`src/common/isz_pkg.sv`:
```
// Package: constants and carrier types for the increment-skip-if-zero execution block
package isz_pkg;
  // ----------------------------------------------------------------
  // Instruction encoding
  // ----------------------------------------------------------------
  localparam logic [5:0] OPCODE_INCSZ  = 6'h0F; // Upper six bits 001111
  localparam int         OPC_MSB       = 15;
  localparam int         OPC_LSB       = 10;
  localparam int         DEST_BIT      = 9;
  localparam int         ACCESS_BIT    = 8;
  localparam logic [3:0] ACCESS_BANK   = 4'h0;  // Bank used when access bit is 0
  localparam logic [7:0] RESULT_RST    = 8'h00;
  localparam logic [3:0] BANK_RST      = 4'h0;
  localparam int         CYCLE_NS      = 4;     // Core clock period
  localparam int         PHASES        = 4;     // Phases per instruction cycle

  // ----------------------------------------------------------------
  // Types
  // ----------------------------------------------------------------
  typedef enum logic [3:0] {
    ISZ_Q1 = 4'h1,
    ISZ_Q2 = 4'h2,
    ISZ_Q3 = 4'h4,
    ISZ_Q4 = 4'h8
  } isz_phase_t;

  typedef enum logic [2:0] {
    ISZ_EXEC  = 3'h1,
    ISZ_SKIP1 = 3'h2,
    ISZ_SKIP2 = 3'h4
  } isz_cyc_t;

  typedef struct packed {
    logic [11:0] addr;
    logic [7:0]  data;
  } isz_wr_t;
endpackage : isz_pkg

```
`src/hdl/isz_phase_gen.sv`:
```
// Four-phase instruction-cycle sequencer driven by the core clock
`timescale 1ns/1ps
module isz_phase_gen (
  input  wire logic               clock,
  input  wire logic               srst,
  output isz_pkg::isz_phase_t     phase
);
  // Phase rotation Q1..Q4
  always_ff @(posedge clock) begin
    if (srst) begin
      phase <= isz_pkg::ISZ_Q1;
    end else begin
      case (phase)
        isz_pkg::ISZ_Q1: phase <= isz_pkg::ISZ_Q2;
        isz_pkg::ISZ_Q2: phase <= isz_pkg::ISZ_Q3;
        isz_pkg::ISZ_Q3: phase <= isz_pkg::ISZ_Q4;
        isz_pkg::ISZ_Q4: phase <= isz_pkg::ISZ_Q1;
        default:         phase <= isz_pkg::ISZ_Q1;
      endcase
    end
  end
endmodule : isz_phase_gen

```
`src/hdl/isz_exec.sv`:
```
// Execution unit for the increment-skip-if-zero instruction
//
// Function
// RULE_01: Read the addressed data register, add one, and pass the sum on as the result.
// RULE_02: With destination bit 0 the result goes to the working register only.
// RULE_03: With destination bit 1 the result is written back to the addressed register.
// RULE_04: Skip is true exactly when the 8-bit sum is zero, wrap from 0xFF included.
// RULE_05: On skip, the prefetched next instruction is discarded and a no-op cycle runs.
// RULE_06: One word, one cycle without skip, two cycles with skip.
// RULE_07: Skip over a two-word instruction costs three cycles with two no-op cycles.
// RULE_08: Decode in Q1, read in Q2, process in Q3, write in Q4; skip cycles do nothing.
// RULE_09: Access bit 0 addresses the fixed access bank, ignoring the bank select register.
// RULE_10: Access bit 1 builds the address from the bank select register and file operand.
// RULE_11: Opcode bits 001111 select it, then dest, access and file bits; flags untouched.
`timescale 1ns/1ps
module isz_exec (
  input  wire logic             clock,
  input  wire logic             srst,
  input  wire logic             instrValid,    // Instruction word present at Q1
  input  wire logic [15:0]      instrWord,
  input  wire logic             nextIsTwoWord, // Prefetched instruction is two words
  input  wire logic [3:0]       bankSelect,    // Bank select register contents
  input  wire logic [7:0]       regReadData,   // Register file data, valid in Q2
  output isz_pkg::isz_phase_t   phase,
  output logic                  regReadEn,
  output logic [11:0]           regAddr,
  output logic                  regWriteEn,
  output isz_pkg::isz_wr_t      regWrite,
  output logic                  wregWriteEn,
  output logic [7:0]            wregData,
  output logic                  discardFetch,  // Flush prefetched instruction
  output logic                  noOpCycle,     // Current cycle is a no-op cycle
  output logic                  busy,
  output logic                  flagsWriteEn   // Status flags never written
);
  // ----------------------------------------------------------------
  // Decode helper
  // ----------------------------------------------------------------
  function automatic logic isz_match(input logic [15:0] w);
    isz_match = (w[isz_pkg::OPC_MSB:isz_pkg::OPC_LSB] == isz_pkg::OPCODE_INCSZ);
  endfunction : isz_match

  isz_pkg::isz_cyc_t cyc;
  logic              active;
  logic              destReg;
  logic [7:0]        sum;
  logic              skipTaken;
  logic              twoWordSeen;

  isz_phase_gen u_phase (
    .clock (clock),
    .srst  (srst),
    .phase (phase)
  );

  // ----------------------------------------------------------------
  // Decode and address capture in Q1
  // ----------------------------------------------------------------
  always_ff @(posedge clock) begin
    if (srst) begin
      active  <= 1'b0;
      destReg <= 1'b1;
      regAddr <= 12'h000;
    end else if (phase == isz_pkg::ISZ_Q1 && cyc == isz_pkg::ISZ_EXEC) begin
      active  <= instrValid && isz_match(instrWord); // RULE_11
      destReg <= instrWord[isz_pkg::DEST_BIT];
      if (instrWord[isz_pkg::ACCESS_BIT]) begin
        regAddr <= {bankSelect, instrWord[7:0]}; // RULE_10
      end else begin
        regAddr <= {isz_pkg::ACCESS_BANK, instrWord[7:0]}; // RULE_09
      end
    end else if (phase == isz_pkg::ISZ_Q4 && cyc == isz_pkg::ISZ_EXEC) begin
      active <= 1'b0;
    end
  end

  // Register read strobe in Q2
  assign regReadEn = active && phase == isz_pkg::ISZ_Q2; // RULE_08

  // ----------------------------------------------------------------
  // Read and process: capture and increment in Q2
  // ----------------------------------------------------------------
  always_ff @(posedge clock) begin
    if (srst) begin
      sum <= isz_pkg::RESULT_RST;
    end else if (regReadEn) begin
      sum <= regReadData + 8'h01; // RULE_01
    end
  end

  // Skip decision in Q3, wrap to zero included
  always_ff @(posedge clock) begin
    if (srst) begin
      skipTaken   <= 1'b0;
      twoWordSeen <= 1'b0;
    end else if (active && phase == isz_pkg::ISZ_Q3) begin
      skipTaken   <= (sum == 8'h00); // RULE_04
      twoWordSeen <= nextIsTwoWord;
    end else if (phase == isz_pkg::ISZ_Q4 && cyc == isz_pkg::ISZ_EXEC) begin
      skipTaken   <= 1'b0;
    end
  end

  // ----------------------------------------------------------------
  // Destination write in Q4
  // ----------------------------------------------------------------
  always_ff @(posedge clock) begin
    if (srst) begin
      regWriteEn  <= 1'b0;
      wregWriteEn <= 1'b0;
      regWrite    <= '0;
      wregData    <= isz_pkg::RESULT_RST;
    end else begin
      regWriteEn  <= active && phase == isz_pkg::ISZ_Q3 && destReg;  // RULE_03
      wregWriteEn <= active && phase == isz_pkg::ISZ_Q3 && !destReg; // RULE_02
      if (active && phase == isz_pkg::ISZ_Q3) begin
        regWrite.addr <= regAddr;
        regWrite.data <= sum;
        wregData      <= sum;
      end
    end
  end

  // ----------------------------------------------------------------
  // Cycle sequencing: exec, then zero, one or two no-op cycles
  // ----------------------------------------------------------------
  always_ff @(posedge clock) begin
    if (srst) begin
      cyc <= isz_pkg::ISZ_EXEC;
    end else if (phase == isz_pkg::ISZ_Q4) begin
      case (cyc)
        isz_pkg::ISZ_EXEC:  cyc <= skipTaken ? isz_pkg::ISZ_SKIP1 : isz_pkg::ISZ_EXEC; // RULE_06
        isz_pkg::ISZ_SKIP1: cyc <= twoWordSeen ? isz_pkg::ISZ_SKIP2 : isz_pkg::ISZ_EXEC; // RULE_07
        isz_pkg::ISZ_SKIP2: cyc <= isz_pkg::ISZ_EXEC;
        default:            cyc <= isz_pkg::ISZ_EXEC;
      endcase
    end
  end

  // Flush pulse at end of the executing cycle when skipping
  assign discardFetch = skipTaken && cyc == isz_pkg::ISZ_EXEC &&
                        phase == isz_pkg::ISZ_Q4; // RULE_05
  assign noOpCycle    = cyc != isz_pkg::ISZ_EXEC; // RULE_08
  assign busy         = active || noOpCycle;
  assign flagsWriteEn = 1'b0; // RULE_11

  // ----------------------------------------------------------------
  // Checks
  // ----------------------------------------------------------------
  property p_inc;
    @(posedge clock) disable iff (srst)
      regReadEn |=> sum == $past(regReadData) + 8'h01;
  endproperty
  a_inc: assert property (p_inc) else $error("Sum is not read value plus one"); // RULE_01

  property p_wreg;
    @(posedge clock) disable iff (srst)
      wregWriteEn |-> !regWriteEn && phase == isz_pkg::ISZ_Q4;
  endproperty
  a_wreg: assert property (p_wreg) else $error("W write misplaced"); // RULE_02

  // Working register gets the value read two clocks earlier plus one
  property p_wdata;
    @(posedge clock) disable iff (srst)
      wregWriteEn |-> wregData == $past(regReadData, 2) + 8'h01;
  endproperty
  a_wdata: assert property (p_wdata) else $error("W write data wrong"); // RULE_02

  property p_freg;
    @(posedge clock) disable iff (srst)
      regWriteEn |-> regWrite.addr == regAddr &&
                     regWrite.data == $past(regReadData, 2) + 8'h01;
  endproperty
  a_freg: assert property (p_freg) else $error("Register write-back wrong"); // RULE_03

  property p_zero;
    @(posedge clock) disable iff (srst)
      (active && phase == isz_pkg::ISZ_Q3) |=> skipTaken == ($past(regReadData, 2) == 8'hFF);
  endproperty
  a_zero: assert property (p_zero) else $error("Skip decision wrong"); // RULE_04

  property p_flush;
    @(posedge clock) disable iff (srst)
      discardFetch |=> noOpCycle [*4];
  endproperty
  a_flush: assert property (p_flush) else $error("No no-op cycle after flush"); // RULE_05

  property p_one;
    @(posedge clock) disable iff (srst)
      (cyc == isz_pkg::ISZ_EXEC && phase == isz_pkg::ISZ_Q4 && !skipTaken) |=> !noOpCycle;
  endproperty
  a_one: assert property (p_one) else $error("Extra cycle without skip"); // RULE_06

  property p_three;
    @(posedge clock) disable iff (srst)
      (cyc == isz_pkg::ISZ_SKIP1 && phase == isz_pkg::ISZ_Q4 && twoWordSeen)
        |=> cyc == isz_pkg::ISZ_SKIP2 ##4 cyc == isz_pkg::ISZ_EXEC;
  endproperty
  a_three: assert property (p_three) else $error("Two-word skip length wrong"); // RULE_07

  property p_noop;
    @(posedge clock) disable iff (srst)
      noOpCycle |-> !regReadEn && !regWriteEn && !wregWriteEn;
  endproperty
  a_noop: assert property (p_noop) else $error("Activity in a no-op cycle"); // RULE_08

  // Address in Q2 follows the word decoded at the edge ending Q1
  property p_access;
    @(posedge clock) disable iff (srst)
      (regReadEn && !$past(instrWord[isz_pkg::ACCESS_BIT]))
        |-> regAddr == {isz_pkg::ACCESS_BANK, $past(instrWord[7:0])};
  endproperty
  a_access: assert property (p_access) else $error("Access bank address wrong"); // RULE_09

  property p_banked;
    @(posedge clock) disable iff (srst)
      (regReadEn && $past(instrWord[isz_pkg::ACCESS_BIT]))
        |-> regAddr == {$past(bankSelect), $past(instrWord[7:0])};
  endproperty
  a_banked: assert property (p_banked) else $error("Banked address wrong"); // RULE_10

  property p_flags;
    @(posedge clock) disable iff (srst)
      !flagsWriteEn;
  endproperty
  a_flags: assert property (p_flags) else $error("Status flags written"); // RULE_11
endmodule : isz_exec

```
`config.mk`:
```
export PLATFORM = sky130hd
export DESIGN_NAME = isz_exec
export DESIGN_NICKNAME = d
export VERILOG_FILES = /design/src/common/isz_pkg.sv /design/src/hdl/isz_phase_gen.sv /design/src/hdl/isz_exec.sv
export SDC_FILE = /design/constraint.sdc
export NUM_CORES = 1
export LEC_CHECK = 0
export ABC_AREA = 1
export BUFFER_PORTS_ARGS = -buffer_cell sky130_fd_sc_hd__buf_2
export CORE_MARGIN = 4
export CORE_UTILIZATION = 35
export CTS_BUF_LIST = sky130_fd_sc_hd__clkbuf_8 sky130_fd_sc_hd__clkbuf_16
export DETAILED_ROUTE_END_ITERATION = 8
export PLACE_DENSITY = 0.63
export SLEW_MARGIN = 20
export SYNTH_ARGS = -nofsm -noshare
export SYNTH_HDL_FRONTEND = slang
export SYNTH_SLANG_ARGS = --single-unit
```
`constraint.sdc`:
```
create_clock -name clock -period 1.66 [get_ports clock]
set_clock_uncertainty 0.2 [all_clocks]
set_input_delay 0.083 -clock clock [delete_from_list [all_inputs] [get_ports clock]]
set_output_delay 0.083 -clock clock [all_outputs]
set_load 0.05 [all_outputs]
```
# --- After elaboration in Yosys (flattened, before gate mapping) ---
# Index checks and enable logic that the tools add are counted.
totals:
  in_bits: 32
  out_inout_bits: 51
  register_bits: 53
  wordCells: 43
classes:
  add_sub_neg: 1
  n_eq_ne: 8
  n_reduce_logical: 14
  muxes: 8
op_table:
  columns: ["op", "count"]
  rows:
  - ["$mux W12", 1]
  - ["$pmux W4 S3", 1]
  - ["$logic_and A1 B1 Y1", 9]
  - ["$add A8 B1 Y8 const B", 1]
  - ["$logic_not A8 Y1", 1]
  - ["$eq A6 B4 Y1 const B", 1]
  - ["$pmux W3 S2", 1]
  - ["$eq A4 B1 Y1 const B", 1]
  - ["$eq A4 B2 Y1 const B", 1]
  - ["$eq A4 B3 Y1 const B", 1]
  - ["$eq A4 B4 Y1 const B", 1]
  - ["$reduce_bool A2 Y1", 2]
  - ["$eq A3 B1 Y1 const B", 1]
  - ["$eq A3 B2 Y1 const B", 1]
  - ["$mux W1", 3]
  - ["$mux W3", 1]
  - ["$ne A3 B1 Y1 const B", 1]
  - ["$mux W2", 1]
  - ["$logic_not A1 Y1", 1]
  - ["$logic_or A1 B1 Y1", 1]

# --- Depth between registers and ports, before layout ---
depth:
  depth_word: 4
  ltp_mapped: 7

# --- Hierarchy ---
# A second synthesis with hierarchy kept.
unflattened:
  hier_cells: 309
  area_unflattened_um2: 2287.2
by_module_without_submodules:
  columns: ["mod", "seq_area_each_um2", "cells_per_inst", "n_inst", "area_each_um2"]
  rows:
  - ["isz_exec", 980.9, 290, 1, 2139.6]
  - ["isz_phase_gen", 80.1, 19, 1, 147.6]

# --- Worst setup path after synthesis ---
# No wires, ideal clock.
synth_path:
  path_kind: "flip-flop to output port"
  start: "register u_phase.phase[3]"
  end: "output discardFetch"
  path_stages_with_launch: 5
  arrival_time_ns: 1.696
  path_buffers: 0
  path_slack_ns: -0.319
  cell_sequence: "dfxtp_1 > nand2_1 > nor2_1 > nand2_1 > nor2_1"
synth_via:
  elab_chain_cells: 2
synth_rtl:
  columns: ["item", "line", "rtl"]
  rows:
  - ["start, declared", "isz_phase_gen.sv:6", "output isz_pkg::isz_phase_t phase"]
  - ["start signal, assigned", "isz_phase_gen.sv:11", "phase <= isz_pkg::ISZ_Q1;"]
  - ["start signal, assigned", "isz_phase_gen.sv:14", "isz_pkg::ISZ_Q1: phase <= isz_pkg::ISZ_Q2;"]
  - ["start signal, assigned", "isz_phase_gen.sv:15", "isz_pkg::ISZ_Q2: phase <= isz_pkg::ISZ_Q3;"]
  - ["$eq A4 B4 Y1", "isz_exec.sv:142", "phase == isz_pkg::ISZ_Q4;"]
  - ["$logic_and A1 B1 Y1", "isz_exec.sv:141", "assign discardFetch = skipTaken && cyc == isz_pkg::ISZ_EXEC &&"]
  - ["end, declared", "isz_exec.sv:31", "output logic discardFetch,"]
# Every way passes these cells.

# --- Final worst setup path ---
layout_path:
  start: "register u_phase.phase[3]"
  end: "output regReadEn"
layout_via:
  elab_chain_cells: 2
layout_rtl:
  columns: ["item", "line", "rtl"]
  rows:
  - ["$eq A4 B2 Y1", "isz_exec.sv:78", "assign regReadEn = active && phase == isz_pkg::ISZ_Q2;"]
  - ["$logic_and A1 B1 Y1", "isz_exec.sv:78", null]
  - ["end, declared", "isz_exec.sv:25", "output logic regReadEn,"]
# Every way passes these cells.

==> impl_metrics.json <==
{
  "synthArstFlopShare": 0,
  "slew_headroom": 0.633,
  "place_hpwl_um": 3940,
  "place_ws_ps": 168,
  "die_w_um": 87.3,
  "cts_sinks": 53,
  "cap_violations": 0,
  "timing.rr.start": "u_phase.phase[3]$_SDFF_PP0_",
  "pin_count": 83,
  "clockBufferDepth": 2,
  "status": "completed",
  "root_buffer": "clkbuf_8",
  "peakVddDrop_v": 0.000615,
  "arrival_ps": 1290,
  "leakage_nw": 1.43,
  "first_iter_violations": 100,
  "period_needed_ps": 1570,
  "first_global_vias": 2016,
  "synth_area_leaders": "dfxtp_1 (48%), nand2_1 (15%), nor2_1 (8.2%)",
  "ys_ff_latch": 53,
  "finalHoldViolCount": 0,
  "nets": 440,
  "critPathKind": "flip-flop to primary output",
  "synth-edff-count": 0,
  "wl_um": 5770,
  "area_growth_pct": 39.7,
  "cp_max_fo": 5,
  "cts_max_level": 2,
  "syn_inst": 305,
  "power_density_nw_per_um2": 1080,
  "rows": 28,
  "synth_ff_type": "dfxtp_1",
  "fin_crit_sh": 0.947,
  "viasPerCell": 4.49,
  "grt_max_degree": 25,
  "slew_viol_final": 0,
  "drc": 0,
  "ys_warn_count": 0,
  "setup_viol": 0,
  "yosys.area_share.adder": 0.00569,
  "cp-end-kind": "primary output",
  "grt_overflow_total": 0,
  "synth_cell_types": 23,
  "hold_start": "destReg$_SDFFE_PP1P_",
  "clk_pin_slew_ps": 100,
  "syn-num-nets": 338,
  "fin_hold_ws_ps": 247,
  "tightest_slew_ps": 550,
  "io_buffers": 81,
  "grtUsageTotal": 0.155,
  "place.gp.congestion": 0.762,
  "rsz0062_at_grt": "yes",
  "wl_per_cell_um": 11.9,
  "synth_common_cells": "nand2_1 (90), dfxtp_1 (53), nor2_1 (48)",
  "maxClockFrequency_ghz": 0.636,
  "synth-simple-area-share": 0.301,
  "start_util": 0.365,
  "antennaDiodeCount": 0,
  "dieHeight_um": 87.3,
  "num_vias": 2170,
  "placedInstanceArea_um2": 2620,
  "cts_made_buffers": 5,
  "netlist_area_um2": 2200,
  "startpoint": "u_phase.phase[3]$_SDFF_PP0_",
  "syn_avg_cell_area_um2": 7.21,
  "clk_latency_ps": 310,
  "dr.pass1.iters": 5,
  "yosysSeqAreaShare": 0.482,
  "synth-compound-area-share": 0.100,
  "setup.worst_path.start_class": "flip-flop",
  "drive_gt1_frac": 0.279,
  "synth_top_family_by_area": "simple AND/OR/NAND/NOR gates",
  "yosysMostFrequentCell": "nand2_1",
  "synth-xor-area-share": 0.0119,
  "synth_mux_area_frac": 0,
  "core_region_area_um2": 6030,
  "cp.required_ps": 1380,
  "hp-class": "flip-flop to flip-flop",
  "netlist.area_leader.share": 0.482,
  "cts_tree": "yes",
  "fin_ws_ps": 88.7,
  "die-area_um2": 7620,
  "grt_pass1_wl_um": 9380,
  "ant_nets": 0,
  "netlist.top_cell.by_area": "dfxtp_1",
  "antenna_found_initial": 0,
  "final_cell_area_um2": 3070
}
==> worst paths after layout <==
kind	endpoint	slack, ps	cells after the start
worst max-delay path	regReadEn	90	4
worst max register to register	regAddr[6]$_SDFFE_PP0P_	140	7
worst min-delay path	wregWriteEn$_SDFF_PP0_	250	1
worst min register to register	wregWriteEn$_SDFF_PP0_	250	1
==> per-layer routing <==
| metal | GRT usage | vias to the layer above | share of wire |
|---|---|---|---|
| met2 | 0.245 | 64 | 0.46 |
| li1 | - | 1156 | - |
| met4 | 0.0488 | 0 | 0.012 |
| met1 | 0.206 | 944 | 0.46 |
| met3 | 0.0416 | 6 | 0.070 |
| met5 | 0 | - | 0 |
==> area by class of cell <==
class,count,area (µm²)
fill,614,2950
inverter,20,77.6
clock buffer,6,82.6
multi-input combinational,212,957
clock inverter,2,37.5
sequential,53,1070
tap,75,93.8
timing repair buffer,115,758
==> per-stage QoR <==
step,instances,setup TNS (ps),util,total power (W)
2_1_floorplan,305,0,-,0.00212
3_3_place_gp,445,0,0.435,0.00235
3_5_place_dp,445,0,0.435,0.00236
4_1_cts,483,0,0.506,0.00332
5_1_grt,483,-58.0,0.510,0.00349
6_report,483,0,0.510,0.00330
==> kinds of logic (layout without fill, tap and decap cells) <==
logic type	after synthesis	count (layout)
buffers and inverters	40	143
AOI/OAI and AO/OA	44	44
DFF	53	53
xor gates and xnor gates	3	3
and+or+nand+nor	163	163
adders and majority gates	1	1
other	1	1
==> placed cells by master, fill, tap and decap left out, drive strengths merged, types with 2 or more instances in the layout <==
cell type | synthesis | routed
buf | 17 | 86
xnor2 | 2 | 2
inv | 20 | 20
o21ai | 12 | 12
clkbuf | 3 | 6
dfxtp | 53 | 53
dlygate4sd3 | 0 | 29
nand3 | 15 | 15
nor3 | 4 | 4
a21oi | 32 | 32
nor2 | 52 | 52
nand2 | 90 | 90
==> timing repair <==
action | CTS | global route
hold buffers | 29 | 0
pin swaps | 1 | 0
endpoints found under the hold margin | 33 | 0
setup buffers | 1 | 0
endpoints found under the setup margin | 2 | 2
resized for setup | 4 | 7
==> critical path, stage by stage, from the launching register on <==
cell     delay, ps
dfxtp_2        360
nor2_2         170
nand3_2        130
nor2_4         120
buf_4          200
==> flip-flops by register name, summed over array words and instances, names as in the netlist <==
| register | count |
|---|---|
| regAddr | 12 |
| regWrite | 12 |
| sum | 8 |
| wregData | 8 |
| u_phase.phase | 4 |
| cyc | 3 |
| active | 1 |
| destReg | 1 |
| regWriteEn | 1 |
| skipTaken | 1 |
| twoWordSeen | 1 |
| wregWriteEn | 1 |
==> power by group <==
group          switching, W  internal (W)
registers         0.0000884       0.00138
logic              0.000647      0.000272
clock network      0.000426      0.000491
No activity file was read; power rests on OpenSTA's default activity.
